$ cat src/verilog/fca_pkg.sv
// shared constants and types of the flash command host
package fca_pkg;
	localparam int CLK_MHZ     = 10;
	localparam int SYNC_CYC    = 2;
	// bus cycle times in ns, least values, rounded up to clocks
	localparam int T_WE_NS     = 150;
	localparam int T_ACC_NS    = 100;
	localparam int T_PD_NS     = 100;
	localparam int T_RDY_NS    = 1000;
	localparam int T_WAKE_NS   = 1000;
	localparam int WE_CYC      = (T_WE_NS * CLK_MHZ + 999) / 1000;
	localparam int ACC_CYC     = (T_ACC_NS * CLK_MHZ + 999) / 1000 + SYNC_CYC;
	localparam int PD_CYC      = (T_PD_NS * CLK_MHZ + 999) / 1000;
	localparam int RDY_CYC     = (T_RDY_NS * CLK_MHZ + 999) / 1000;
	localparam int WAKE_CYC    = (T_WAKE_NS * CLK_MHZ + 999) / 1000;

	localparam int ADDR_W      = 21;
	localparam int DATA_W      = 16;
	localparam int BLK_LSB     = 16;

	localparam logic [3:0] REG_CTRL   = 4'h0;
	localparam logic [3:0] REG_ADDR   = 4'h1;
	localparam logic [3:0] REG_WDATA  = 4'h2;
	localparam logic [3:0] REG_RDATA  = 4'h3;
	localparam logic [3:0] REG_STATUS = 4'h4;

	localparam int CTRL_GO_WR  = 0;
	localparam int CTRL_GO_RD  = 1;
	localparam int CTRL_PDOWN  = 2;
	localparam int CTRL_UNPROT = 3;
	localparam int CTRL_WIDE   = 4;

	localparam int ST_CYC_BUSY = 0;
	localparam int ST_DEV_BUSY = 1;
	localparam int ST_READ_OK  = 2;
	localparam int ST_WRITE_OK = 3;
	localparam int ST_DONE     = 4;
	localparam int ST_REFUSED  = 5;

	localparam logic [2:0] CTRL_RST = 3'h0;

	typedef enum logic [2:0] {
		FCA_IDLE,
		FCA_W_SETUP,
		FCA_W_LOW,
		FCA_W_HOLD,
		FCA_R_ACC,
		FCA_R_TAKE
	} fca_state_t;

	typedef struct packed {
		logic              ce0_n;
		logic              ce1_n;
		logic              oe_n;
		logic              we_n;
		logic              rp_n;
		logic              wp_n;
		logic              byte_n;
		logic [ADDR_W-1:0] addr;
	} fca_pins_t;

	localparam fca_pins_t PINS_RST = '{ce0_n: 1'b1, ce1_n: 1'b1, oe_n: 1'b1, we_n: 1'b1,
		rp_n: 1'b0, wp_n: 1'b0, byte_n: 1'b0, addr: '0};
endpackage

$ cat src/verilog/fca_sync.sv
// two-flop synchroniser for flash pins entering the mclk domain
`timescale 1ns/1ps
`default_nettype none
module fca_sync #(
	parameter int         W       = 1,
	parameter logic [W-1:0] RST_VAL = '0
) (
	input  wire logic         mclk,
	input  wire logic         rst_n,
	input  wire logic [W-1:0] din,
	output logic      [W-1:0] dout
);
	logic [W-1:0] meta_q;

	always_ff @(posedge mclk or negedge rst_n)
	begin
		if (!rst_n)
		begin
			meta_q <= RST_VAL;
			dout   <= RST_VAL;
		end
		else
		begin
			meta_q <= din;
			dout   <= meta_q;
		end
	end
endmodule
`default_nettype wire

$ cat src/verilog/fca_host.sv
// host controller driving the flash command front end over its pins
//
// Our own choices: the address-and-strobe port and the register addresses.
`timescale 1ns/1ps
`default_nettype none
module fca_host #(
	parameter int WE_CYCLES   = fca_pkg::WE_CYC,
	parameter int ACC_CYCLES  = fca_pkg::ACC_CYC,
	parameter int PD_CYCLES   = fca_pkg::PD_CYC,
	parameter int RDY_CYCLES  = fca_pkg::RDY_CYC,
	parameter int WAKE_CYCLES = fca_pkg::WAKE_CYC
) (
	input  wire logic                       mclk,
	input  wire logic                       rstn,
	input  wire logic [3:0]                 reg_addr,
	input  wire logic [31:0]                reg_wdata,
	input  wire logic                       reg_wr,
	input  wire logic                       reg_rd,
	output logic      [31:0]                reg_rdata,
	output fca_pkg::fca_pins_t              pins_q,
	output logic      [fca_pkg::DATA_W-1:0] dq_out,
	output logic                            dq_oe,
	input  wire logic [fca_pkg::DATA_W-1:0] dq_in,
	input  wire logic                       sts_in
);
	initial
	begin
		if (WE_CYCLES < 1 || ACC_CYCLES < 3 || PD_CYCLES < 1 ||
			RDY_CYCLES < 1 || WAKE_CYCLES < 1 || WAKE_CYCLES > 65535 || RDY_CYCLES > 65535)
			$error("fca_host: timing parameters out of range");
	end

	logic                       rst_m_q, rst_n;
	fca_pkg::fca_state_t        state_q;
	logic [7:0]                 cnt_q;
	logic [15:0]                wake_q;
	logic [7:0]                 pd_q;
	logic [2:0]                 ctrl_q;
	logic [fca_pkg::ADDR_W-1:0] addr_q;
	logic [fca_pkg::DATA_W-1:0] wdata_q, rdata_q, dq_s;
	logic                       sts_s, sts_prev_q, done_q, refused_q;
	logic                       read_ok, write_ok, go_wr, go_rd, wr_ctrl, wr_stat;

	always_ff @(posedge mclk or negedge rstn)
	begin
		if (!rstn)
		begin
			rst_m_q <= 1'b0;
			rst_n   <= 1'b0;
		end
		else
		begin
			rst_m_q <= 1'b1;
			rst_n   <= rst_m_q;
		end
	end

	// activity pin is open-drain: the bench pulls it up when released
	fca_sync #(.W(1), .RST_VAL(1'b1)) u_sts_sync (
		.mclk  (mclk),
		.rst_n (rst_n),
		.din   (sts_in),
		.dout  (sts_s)
	);

	fca_sync #(.W(fca_pkg::DATA_W), .RST_VAL('0)) u_dq_sync (
		.mclk  (mclk),
		.rst_n (rst_n),
		.din   (dq_in),
		.dout  (dq_s)
	);

	assign wr_ctrl  = reg_wr && reg_addr == fca_pkg::REG_CTRL;
	assign wr_stat  = reg_wr && reg_addr == fca_pkg::REG_STATUS;
	assign read_ok  = pins_q.rp_n && wake_q >= 16'(RDY_CYCLES);
	assign write_ok = pins_q.rp_n && wake_q >= 16'(WAKE_CYCLES);
	assign go_wr    = wr_ctrl && reg_wdata[fca_pkg::CTRL_GO_WR] && state_q == fca_pkg::FCA_IDLE
		&& write_ok;
	assign go_rd    = wr_ctrl && reg_wdata[fca_pkg::CTRL_GO_RD] && !reg_wdata[fca_pkg::CTRL_GO_WR]
		&& state_q == fca_pkg::FCA_IDLE && read_ok;

	always_ff @(posedge mclk or negedge rst_n)
	begin
		if (!rst_n)
		begin
			ctrl_q  <= fca_pkg::CTRL_RST;
			addr_q  <= '0;
			wdata_q <= '0;
		end
		else
		begin
			if (wr_ctrl)
				ctrl_q <= reg_wdata[fca_pkg::CTRL_WIDE:fca_pkg::CTRL_PDOWN];
			if (reg_wr && reg_addr == fca_pkg::REG_ADDR)
				addr_q <= reg_wdata[fca_pkg::ADDR_W-1:0];
			if (reg_wr && reg_addr == fca_pkg::REG_WDATA)
				wdata_q <= reg_wdata[fca_pkg::DATA_W-1:0];
		end
	end

	// power-down hold, abort of a running operation is the device's job
	// rp kept low at least the minimum even if software drops it at once
	always_ff @(posedge mclk or negedge rst_n)
	begin
		if (!rst_n)
		begin
			pd_q   <= '0;
			wake_q <= '0;
		end
		else
		begin
			if (!pins_q.rp_n && pd_q < 8'(PD_CYCLES))
				pd_q <= pd_q + 8'd1;
			else if (pins_q.rp_n)
				pd_q <= '0;
			// count from rp release; device wakes in read-array mode
			if (!pins_q.rp_n)
				wake_q <= '0;
			else if (wake_q != 16'hffff)
				wake_q <= wake_q + 16'd1;
		end
	end

	// address and data stay put across the rising edge of write enable
	// chip selects dropped between cycles so the device idles in standby
	always_ff @(posedge mclk or negedge rst_n)
	begin
		if (!rst_n)
		begin
			state_q <= fca_pkg::FCA_IDLE;
			cnt_q   <= '0;
			pins_q  <= fca_pkg::PINS_RST;
			dq_out  <= '0;
			dq_oe   <= 1'b0;
			rdata_q <= '0;
		end
		else
		begin
			pins_q.wp_n   <= ctrl_q[fca_pkg::CTRL_UNPROT - fca_pkg::CTRL_PDOWN];
			pins_q.byte_n <= ctrl_q[fca_pkg::CTRL_WIDE - fca_pkg::CTRL_PDOWN];
			// enter power-down only between bus cycles
			if (state_q == fca_pkg::FCA_IDLE && !go_wr && !go_rd)
				pins_q.rp_n <= !(ctrl_q[0] || (!pins_q.rp_n && pd_q < 8'(PD_CYCLES)));
			case (state_q)
				fca_pkg::FCA_IDLE:
				begin
					pins_q.ce0_n <= 1'b1;
					pins_q.ce1_n <= 1'b1;
					pins_q.oe_n  <= 1'b1;
					pins_q.we_n  <= 1'b1;
					dq_oe        <= 1'b0;
					if (go_wr)
					begin
						// every command byte is one plain write cycle
						// lock commands go the same way, no shortcut
						pins_q.addr  <= addr_q;
						pins_q.ce0_n <= 1'b0;
						pins_q.ce1_n <= 1'b0;
						dq_out       <= wdata_q;
						dq_oe        <= 1'b1;
						state_q      <= fca_pkg::FCA_W_SETUP;
					end
					else if (go_rd)
					begin
						// data comes from whatever source the last mode command chose
						pins_q.addr  <= addr_q;
						pins_q.ce0_n <= 1'b0;
						pins_q.ce1_n <= 1'b0;
						pins_q.oe_n  <= 1'b0;
						cnt_q        <= 8'(ACC_CYCLES - 1);
						state_q      <= fca_pkg::FCA_R_ACC;
					end
				end
				fca_pkg::FCA_W_SETUP:
				begin
					pins_q.we_n <= 1'b0;
					cnt_q       <= 8'(WE_CYCLES - 1);
					state_q     <= fca_pkg::FCA_W_LOW;
				end
				fca_pkg::FCA_W_LOW:
				begin
					if (cnt_q == 8'd0)
					begin
						pins_q.we_n <= 1'b1;
						state_q     <= fca_pkg::FCA_W_HOLD;
					end
					else
						cnt_q <= cnt_q - 8'd1;
				end
				fca_pkg::FCA_W_HOLD:
				begin
					pins_q.ce0_n <= 1'b1;
					pins_q.ce1_n <= 1'b1;
					dq_oe        <= 1'b0;
					state_q      <= fca_pkg::FCA_IDLE;
				end
				fca_pkg::FCA_R_ACC:
				begin
					// access time plus the two synchroniser stages
					if (cnt_q == 8'd0)
						state_q <= fca_pkg::FCA_R_TAKE;
					else
						cnt_q <= cnt_q - 8'd1;
				end
				fca_pkg::FCA_R_TAKE:
				begin
					// in byte mode only the low lane carries data
					rdata_q      <= pins_q.byte_n ? dq_s : {8'h00, dq_s[7:0]};
					pins_q.ce0_n <= 1'b1;
					pins_q.ce1_n <= 1'b1;
					pins_q.oe_n  <= 1'b1;
					state_q      <= fca_pkg::FCA_IDLE;
				end
				default:
					state_q <= fca_pkg::FCA_IDLE;
			endcase
		end
	end

	// low level means busy; a rising edge marks the end of an operation
	// software still reads the device status to see the outcome
	// done tells software to send read-array before array reads
	always_ff @(posedge mclk or negedge rst_n)
	begin
		if (!rst_n)
		begin
			sts_prev_q <= 1'b1;
			done_q     <= 1'b0;
			refused_q  <= 1'b0;
		end
		else
		begin
			sts_prev_q <= sts_s;
			// release while powered down is not a completion
			if (sts_s && !sts_prev_q && pins_q.rp_n)
				done_q <= 1'b1;
			else if (wr_stat && reg_wdata[fca_pkg::ST_DONE])
				done_q <= 1'b0;
			if (wr_ctrl && (reg_wdata[fca_pkg::CTRL_GO_WR] || reg_wdata[fca_pkg::CTRL_GO_RD])
				&& !go_wr && !go_rd)
				refused_q <= 1'b1;
			else if (wr_stat && reg_wdata[fca_pkg::ST_REFUSED])
				refused_q <= 1'b0;
		end
	end

	always_ff @(posedge mclk or negedge rst_n)
	begin
		if (!rst_n)
			reg_rdata <= '0;
		else if (reg_rd)
		begin
			case (reg_addr)
				fca_pkg::REG_CTRL:   reg_rdata <= {27'h0, ctrl_q, 2'h0};
				fca_pkg::REG_ADDR:   reg_rdata <= {11'h0, addr_q};
				fca_pkg::REG_WDATA:  reg_rdata <= {16'h0, wdata_q};
				fca_pkg::REG_RDATA:  reg_rdata <= {16'h0, rdata_q};
				fca_pkg::REG_STATUS: reg_rdata <= {26'h0, refused_q, done_q, write_ok, read_ok,
					!sts_s, state_q != fca_pkg::FCA_IDLE};
				default:             reg_rdata <= '0;
			endcase
		end
		else
			reg_rdata <= '0;
	end
endmodule
`default_nettype wire

$ cat config.mk
export PLATFORM = sky130hd
export DESIGN_NAME = fca_host
export DESIGN_NICKNAME = d
export VERILOG_FILES = /design/src/verilog/fca_pkg.sv /design/src/verilog/fca_sync.sv /design/src/verilog/fca_host.sv
export SDC_FILE = /design/constraint.sdc
export NUM_CORES = 1
export LEC_CHECK = 0
export BUFFER_PORTS_ARGS = -buffer_cell sky130_fd_sc_hd__buf_2
export CAP_MARGIN = 40
export CORE_UTILIZATION = 40
export DETAILED_ROUTE_END_ITERATION = 12
export GPL_ROUTABILITY_DRIVEN = 0
export PLACE_DENSITY = 0.73
export RECOVER_POWER = 50
export SLEW_MARGIN = 20
export SYNTH_ARGS = -nofsm -noshare
export SYNTH_HDL_FRONTEND = slang
export SYNTH_SLANG_ARGS = --single-unit
$ cat constraint.sdc
create_clock -name mclk -period 6 [get_ports mclk]
set_input_delay 1.8 -clock mclk [delete_from_list [all_inputs] [get_ports mclk]]
set_output_delay 1.8 -clock mclk [all_outputs]
set_load 0.02 [all_outputs]
==> results.json, run 1 <==
{
  "slowest_stage": "and3_1",
  "yosys_warnings": 0,
  "required_ps": 6310,
  "die_h_um": 143,
  "clk_path_buf_depth": 2,
  "p_int_uw": 2240,
  "critPathTopFamily": "simple AND/OR/NAND/NOR gates",
  "failed_checks": "max-capacitance violations, max-slew violations",
  "r2r_slack_ps": 2480,
  "grt_pass1_vias": 4847,
  "p_switching_uw": 904,
  "worstSkewPairLatency_ps": 430,
  "status": "complete, but fails checks",
  "r2r-start": "rst_n",
  "syn_area_per_cell_um2": 13.0,
  "maxSlewViolCount": 181,
  "post-place-ws_ps": 1690,
  "synth-main-ff-cell": "dfrtp_1",
  "critPathCaptureType": "register",
  "antenna_found_initial": 1,
  "p_clk_frac": 0.340,
  "comb_power_share": 0.151,
  "p_seq_frac": 0.509,
  "setup_ws_ps": 2170,
  "synth-seq-area-share": 0.616,
  "pwr_density_cell_nw_per_um2": 340,
  "yosysMostFrequentCell": "dfrtp_1",
  "num_rows": 51,
  "synth_common_cells": "dfrtp_1 (189), mux2_2 (96), nand2_1 (49), nor2_1 (39), a21oi_1 (19)",
  "ys_seq_elements": 195,
  "layout.nets": 783,
  "drive_above_1_share": 0.362,
  "area_growth_pct": 16.4,
  "cap_violations": 2,
  "yosysTopAreaCell": "dfrtp_1",
  "post_cts_buffers": 0,
  "initial_utilization": 0.408,
  "dr.pass1.iters": 4,
  "setup_viol": 0,
  "wl_per_cell_um": 16.5,
  "htree_levels": 4,
  "synthArstFlopShare": 1.00,
  "cts.clk_slew.worst_paths_ps": 70,
  "numCtsBuffers": 17,
  "hpwl_um": 11100,
  "drt-total-wl_um": 16400,
  "io_buffers": 111,
  "synth_top_area_frac": 0.596,
  "rsz0062_at_grt": "false",
  "die-area_um2": 20400,
  "fmax_mhz": 261,
  "synth_edf_count": 0,
  "grt_usage": 0.172,
  "r2r_cells": 1,
  "irDropWorstVdd_mv": 0.236,
  "synth_cell_types": 58,
  "antenna_left": 0,
  "rr_endpoint": "addr_q[13]",
  "synthCells": 611,
  "num_vias": 4933,
  "hold_path_class": "register to asynchronous set/reset pin",
  "startpoint_type": "input port",
  "tightest_slew_ps": 3020,
  "switching_share": 0.288,
  "cts.sinks": 195,
  "drt_iter0_drc": 332,
  "post-route-min-period_ps": 3830,
  "gr-total-overflow": 0,
  "fin_crit_sh": 0.638,
  "syn_area_um2": 7940,
  "slew_headroom": -1.02,
  "use_met1": 0.228,
  "path_cells": "buf_2, nor3_2, nand2_1, nor2_1, and3_1, buf_4, mux2_2",
  "cts_resized": 0,
  "cpPeakStageDelay_ps": 660,
  "utilization": 0.475,
  "cts_tree": "done",
  "grtUsageMet2": 0.271,
  "ctsRootBufferMaster": "clkbuf_16",
  "grt_pass1_wl_um": 26200,
  "ios": 134,
  "p_leak_uw": 0.00451,
  "finalHoldViolCount": 0,
  "fin_setup_tns_ps": 0,
  "cp.arrival_ps": 4150,
  "ys_top_cells_by_area": "dfrtp_1 (60%), mux2_2 (14%), nand2_1 (2.3%)",
  "critPathKind": "input port to register",
  "grt-busiest-layer": "met2",
  "viasPerCell": 4.94,
  "cts_hold_buf": 0,
  "crit_buf_inv": 2,
  "grt_max_degree": 121,
  "critPathLaunch": "reg_addr[1]",
  "drc": 0,
  "fin_skew_ps": 10.3,
  "grt_util_met3": 0.0412,
  "core_area_um2": 19500,
  "fillCellCount": 1746,
  "crit_fanout": 22,
  "die_w_um": 143
}
==> layer usage <==
layer,vias to the layer above,wire [µm]
met5,-,0
met4,0,367
met3,24,626
met2,102,7910
met1,2470,7530
li1,2337,-
==> cells in the final DEF, fill, tap and decap left out, drive strengths merged, types with 12 or more instances in the layout <==
cell    synthesis  final
nand2          49     49
clkbuf         17     24
inv            10     14
o21ai          15     15
a22oi          13     13
buf            22    115
a21oi          20     20
mux2           97     97
conb            2     12
nor2b          12     12
nor2           39     39
dfrtp         189    189
==> registers in the layout (all words and copies together), names as in the netlist, 3 cells and up <==
signal	cells
pins_q	27
addr_q	21
reg_rdata	21
dq_out	16
rdata_q	16
u_dq_sync.dout	16
u_dq_sync.meta_q	16
wake_q	16
wdata_q	16
cnt_q	8
pd_q	8
ctrl_q	3
state_q	3
==> logic make-up (layout without fill, tap and decap cells) <==
family / after synthesis / count (layout) / synth area share
AO/OA/AOI/OAI: 74 / 74 / 0.0639
XOR/XNOR: 10 / 10 / 0.0110
adder cells (fa/ha/maj): 6 / 6 / 0.00946
buffers and inverters: 49 / 160 / 0.0350
flip-flops: 195 / 195 / 0.616
multiplexers: 106 / 106 / 0.154
other: 2 / 13 / 0.000946
AND/OR/NAND/NOR: 169 / 169 / 0.110
==> area by class of cell <==
class	count	area [µm²]	area share
clock inverters	11	97.6	0.0106
inverters	10	37.5	0.00406
flip-flops and latches	195	4890	0.529
diodes	1	2.50	0.000271
clock buffers	20	457	0.0494
repair buffers	119	616	0.0666
multi-input cells	377	2810	0.304
well taps	265	332	0.0359
==> power by group through the flow <==
stage / Combinational [µW] / Sequential (µW) / Clock (µW)
2_1_floorplan: 350 / 1610 / 0
3_3_place_gp: 455 / 1620 / 0
3_5_place_dp: 480 / 1620 / 0
4_1_cts: 484 / 1600 / 1090
5_1_grt: 529 / 1620 / 1140
6_report: 474 / 1600 / 1070
==> through the flow <==
step / power (µW) / hold slack, ps / cell area, µm² / instances
after CTS: 3180 / 203 / 9280 / 997
after global routing: 3300 / 303 / 9240 / 998
after global placement: 2080 / 333 / 8670 / 963
after detailed placement: 2100 / 198 / 8730 / 966
final: 3140 / 236 / 9240 / 998
after floorplan: 1960 / 331 / 7970 / 621
==> how the worst max path moves through the flow <==
stage | cells after the start | slack (ps) | end
finish | 7 | 2170 | pins_q[20]
global route | 1 | 1770 | rdata_q[13]
CTS | 7 | 2160 | pins_q[14]
detailed placement | 7 | 1690 | pins_q[14]
global placement | 7 | 1750 | pins_q[17]
floorplan | 0 | 170 | addr_q[0]
Note: power is estimated with default switching activity, not from simulation.
==> run 2, diff against run 1 <==
ABC_AREA = 1   (was unset)
PLACE_DENSITY = 0.71   (was 0.73)
clock period = 3.9 ns   (was 6 ns; I/O delays follow)
==> results.json, run 2 <==
{
  "r2r_cells": 1,
  "synthArstFlopShare": 1.00,
  "cp.arrival_ps": 1270,
  "top_regs": "pins_q x27, addr_q x21, reg_rdata x21",
  "slew_headroom": 0.0440,
  "critPathCaptureType": "primary output",
  "fin_setup_tns_ps": 0,
  "cpPeakStageDelay_ps": 590,
  "setup_viol": 0,
  "path_depth": 1,
  "ys_top_cells_by_area": "dfrtp_1 (60%), nand2_1 (9.6%), inv_1 (4.7%)",
  "die_h_um": 143,
  "finalHoldViolCount": 0,
  "htree_levels": 4,
  "synthCells": 839,
  "place_area_um2": 8780,
  "crit_fanout": 9,
  "cts.sinks": 195,
  "cts.clk_slew.worst_paths_ps": 70,
  "viasPerCell": 4.85,
  "io_buffers": 111,
  "rsz0062_at_grt": "false",
  "initial_utilization": 0.408,
  "maxSlewViolCount": 0,
  "ctsRootBufferMaster": "clkbuf_16",
  "path_cells": "buf_2",
  "fin_skew_ps": 11.3,
  "tightest_slew_ps": 1430,
  "seqCellArea_um2": 4890,
  "layout.nets": 1014,
  "num_vias": 5961,
  "slowest_stage": "dfrtp_1",
  "multi_input_area_um2": 2480,
  "die_w_um": 143,
  "yosys_warnings": 0,
  "ys_seq_elements": 195,
  "dr.pass1.iters": 5,
  "hold_path_class": "register to register",
  "synth_edf_count": 0,
  "startpoint_type": "register",
  "status": "finished, final reports clean",
  "cts_hold_buf": 0,
  "drt-total-wl_um": 17800,
  "mostFrequentLayoutCell": "nand2_1",
  "synth-seq-area-share": 0.615,
  "core_area_um2": 19500,
  "syn_area_per_cell_um2": 9.47,
  "num_rows": 51,
  "layout_common_cells": "nand2_1 (203), dfrtp_1 (189), buf_2 (110), inv_1 (100), o21ai_0 (67)",
  "fin_area_um2": 9340,
  "grt_max_degree": 71,
  "crit_buf_inv": 1,
  "post_cts_buffers": 0,
  "r2r_slack_ps": 1490,
  "grt_pass1_wl_um": 29500,
  "fillCellCount": 1818,
  "grt_pass1_vias": 5778,
  "p_leak_uw": 0.00487,
  "worstSkewPairLatency_ps": 430,
  "area_growth_pct": 17.6,
  "required_ps": 2730,
  "antenna_found_initial": 1,
  "r2r-start": "rst_n",
  "gr-total-overflow": 0,
  "yosysTopAreaCell": "dfrtp_1",
  "fmax_mhz": 410,
  "die-area_um2": 20400,
  "fin_crit_sh": 0.626,
  "cp-endpoint": "pins_q[23]",
  "cts_tree": "done",
  "hpwl_um": 12700,
  "synth-main-ff-cell": "dfrtp_1",
  "critPathLaunch": "pins_q[23]",
  "regMostFlops": "pins_q",
  "utilization": 0.480,
  "rr_endpoint": "dq_out[2]",
  "synth_top_area_frac": 0.595,
  "yosysMostFrequentCell": "nand2_1",
  "synth_common_cells": "nand2_1 (203), dfrtp_1 (189), inv_1 (100), o21ai_0 (67), nor2_1 (53)",
  "irDropWorstVdd_mv": 0.402,
  "numCtsBuffers": 17,
  "critPathKind": "register to primary output",
  "cts_resized": 0,
  "drt_iter0_drc": 396,
  "clk_path_buf_depth": 2,
  "grt_usage": 0.189,
  "syn_area_um2": 7950,
  "critPathTopFamily": "flip-flops",
  "antenna_cells": 0,
  "largest_reg_flops": 27,
  "ios": 134,
  "antenna_left": 0,
  "wl_per_cell_um": 14.5,
  "drc": 0,
  "drive_above_1_share": 0.194,
  "cap_violations": 0,
  "pwr_density_cell_nw_per_um2": 579,
  "post-route-min-period_ps": 2440,
  "synth_cell_types": 44
}
run 2: changes by cell type after synthesis, sizes merged, moves of 8 or more:
cell / change
a22oi: -13
inv: +95
mux2: -97
nand2: +160
nand2b: -9
nand3: +43
nand4: +8
nor2: +18
nor2b: -12
o21ai: +68
o221ai: +8
run 2: kinds of logic (layout without fill, tap and decap cells):
| group | count (synthesis) | after routing | share of synthesized area |
|---|---|---|---|
| AO/OA/AOI/OAI | 134 | 134 | 0.0981 |
| XOR/XNOR | 6 | 6 | 0.00661 |
| adder cells (fa/ha/maj) | 6 | 6 | 0.00945 |
| buffers and inverters | 146 | 261 | 0.0779 |
| flip-flops | 195 | 195 | 0.615 |
| other | 2 | 12 | 0.000945 |
| AND/OR/NAND/NOR | 350 | 350 | 0.192 |
run 2: worst min path at each step:
stage | start | to | slack [ps] | depth (start not counted)
after floorplan | rst_m_q | rst_n | 330 | 0
after global placement | u_dq_sync.meta_q[11] | u_dq_sync.dout[11] | 330 | 0
after detailed placement | rst_n | u_dq_sync.meta_q[1] | 270 | 0
after CTS | rst_n | pins_q[0] | 280 | 0
after global routing | u_dq_sync.meta_q[2] | u_dq_sync.dout[2] | 360 | 0
final | u_dq_sync.meta_q[8] | u_dq_sync.dout[8] | 350 | 0
run 2: per-layer routing:
| layer | up-vias | track usage | routed length, µm |
|---|---|---|---|
| li1 | 2888 | - | - |
| met1 | 2902 | 0.258 | 8370 |
| met2 | 145 | 0.291 | 8220 |
| met3 | 24 | 0.0516 | 904 |
| met4 | 2 | 0.0651 | 333 |
| met5 | - | 0 | 13 |
run 2: layout make-up:
cell class / instances / share of cell area
timing repair buffer: 121 / 0.0708
inverter: 108 / 0.0434
multi-input combinational: 508 / 0.265
tap: 265 / 0.0355
sequential: 195 / 0.523
clock inverter: 13 / 0.0147
clock buffer: 19 / 0.0474
run 2: report_power, final:
group	internal, µW	switching, µW	leakage (µW)
Sequential	2330	206	0.00251
Clock	871	832	0.000282
Combinational	386	789	0.00208
Total	3580	1830	0.00487
run 2: per-stage QoR:
stage	hold WS (ps)	setup WS, ps	std cells	total power, µW
4_1_cts	278	1430	1229	5460
5_1_grt	359	941	1229	5740
2_1_floorplan	331	691	849	3440
3_5_place_dp	269	1030	1197	3750
3_3_place_gp	333	1050	1195	3700
6_report	349	1460	1229	5410
==> run 3, diff against run 2 <==
ABC_AREA = 0   (was 1)
PLACE_DENSITY = 0.73   (was 0.71)
clock period = 2 ns   (was 3.9 ns; I/O delays follow)
==> results.json, run 3 (synthesis gave the netlist of run 1 again) <==
{
  "cts.clk_slew.worst_paths_ps": 70,
  "crit_fanout": 3,
  "r2r_cells": 5,
  "r2r_slack_ps": 50,
  "r2r-start": "cnt_q[3]",
  "grtUsageMet2": 0.283,
  "die-area_um2": 20400,
  "post-place-ws_ps": -159,
  "area_growth_pct": 21.9,
  "worstSkewPairLatency_ps": 440,
  "status": "finished, final reports clean",
  "required_ps": 2320,
  "pwr_density_cell_nw_per_um2": 1010,
  "drive_above_1_share": 0.404,
  "viasPerCell": 4.92,
  "fin_skew_ps": 10.1,
  "initial_utilization": 0.408,
  "grt_pass1_vias": 5155,
  "gr-total-overflow": 0,
  "clk_path_buf_depth": 2,
  "cap_violations": 0,
  "drt_iter0_drc": 246,
  "regMostFlops": "pins_q",
  "irDropWorstVdd_mv": 0.679,
  "tightest_slew_ps": 1130,
  "cp-endpoint": "cnt_q[0]",
  "antenna_cells": 0,
  "critPathLaunch": "cnt_q[3]",
  "fin_crit_sh": 0.977,
  "slew_headroom": 0.248,
  "startpoint_type": "register",
  "io_buffers": 111,
  "critPathKind": "register to register",
  "drt-total-wl_um": 16900,
  "grt-busiest-layer": "met2",
  "post-route-min-period_ps": 1950,
  "hold_path_class": "input port to register",
  "top_regs": "pins_q x27, addr_q x21, reg_rdata x21",
  "layout_common_cells": "dfrtp_1 (188), buf_2 (109), mux2_2 (96), nand2_1 (49), buf_4 (40)",
  "ctsRootBufferMaster": "clkbuf_16",
  "place_inst": 1005,
  "utilization": 0.497,
  "largest_reg_flops": 27,
  "total_power_uw": 9800,
  "p_leak_uw": 0.00476,
  "layout.nets": 825,
  "use_met1": 0.226,
  "numCtsBuffers": 17,
  "grt_util_met3": 0.0355,
  "num_rows": 51,
  "critPathCaptureType": "register",
  "dr.pass1.iters": 4,
  "cts_tree": "done",
  "core_area_um2": 19500,
  "htree_levels": 4,
  "die_w_um": 143,
  "finalHoldViolCount": 0,
  "num_vias": 5116,
  "fmax_mhz": 512,
  "grt_pass1_wl_um": 26900,
  "ios": 134,
  "drc": 0,
  "setup_ws_ps": 46.2,
  "setup_viol": 0,
  "antenna_left": 0,
  "antenna_found_initial": 0,
  "rsz0062_at_grt": "true",
  "mostFrequentLayoutCell": "dfrtp_1",
  "rr_endpoint": "cnt_q[0]",
  "grt_usage": 0.175,
  "grt_max_degree": 126,
  "wl_per_cell_um": 16.2,
  "fin_setup_tns_ps": 0,
  "maxSlewViolCount": 0,
  "fin_cells": 1039,
  "hpwl_um": 11400,
  "cts.sinks": 195,
  "die_h_um": 143,
  "cp.arrival_ps": 2270
}
-- run 3: cell count changes in the layout (fill, tap and decap cells not counted), sizes merged, moves of 12 or more --
cell   change
nand3     -43
inv       -94
a22oi     +13
buf       +38
o21ai     -68
nor2b     +12
mux2      +97
nor2      -18
nand2    -160
-- run 3: how the worst min path moves through the flow --
stage	from	endpoint	slack (ps)	depth (start not counted)
6_report	dq_in[5]	u_dq_sync.meta_q[5]	260	1
5_1_grt	dq_in[5]	u_dq_sync.meta_q[5]	240	1
4_1_cts	dq_in[5]	u_dq_sync.meta_q[5]	250	1
3_5_place_dp	u_dq_sync.meta_q[6]	u_dq_sync.dout[6]	340	0
3_3_place_gp	u_dq_sync.meta_q[7]	u_dq_sync.dout[7]	330	0
2_1_floorplan	rstn	rst_m_q	300	0
-- run 3: area by class of cell --
cell class	instances	area [µm²]
clock buffers	20	447
clock inverters	11	114
fillers	1706	9790
inverters	10	37.5
multi-input cells	377	2860
flip-flops and latches	195	4890
well taps	265	332
repair buffers	161	997
-- run 3: through the flow --
stage / area, µm² / hold slack (ps)
2_1_floorplan: 8020 / 304
3_3_place_gp: 9100 / 332
3_5_place_dp: 9100 / 336
4_1_cts: 9670 / 246
5_1_grt: 9670 / 241
6_report: 9670 / 259
-- run 3: worst max-delay path, stage by stage, from the launching register on --
cell and delay, ps:
dfrtp_1 380, or4_4 570, nor4b_4 240, o32ai_2 120, a41oi_4 210, mux2_4 320
-- run 3: report_power, final --
| part | leakage, µW | switching (µW) | total [µW] | internal (µW) |
|---|---|---|---|---|
| Sequential | 0.00252 | 300 | 4670 | 4370 |
| Combinational | 0.00196 | 963 | 1830 | 864 |
| Clock | 0.000277 | 1520 | 3300 | 1780 |
| Total | 0.00476 | 2780 | 9800 | 7020 |
-- run 3: metal layers --
layer / vias up / share of wire
met3: 31 / 0.030
met2: 109 / 0.48
met4: 0 / 0.028
met1: 2558 / 0.46
li1: 2418 / -
met5: - / 0
-- run 3: timing repair --
item / 4_1_cts / 5_1_grt
hold buffers: 1 / 0
pin swaps: 0 / 1
resized for setup: 1 / 6
setup endpoints to repair: 1 / 41
buffers inserted: 0 / 2
endpoints found under the hold margin: 2 / 0
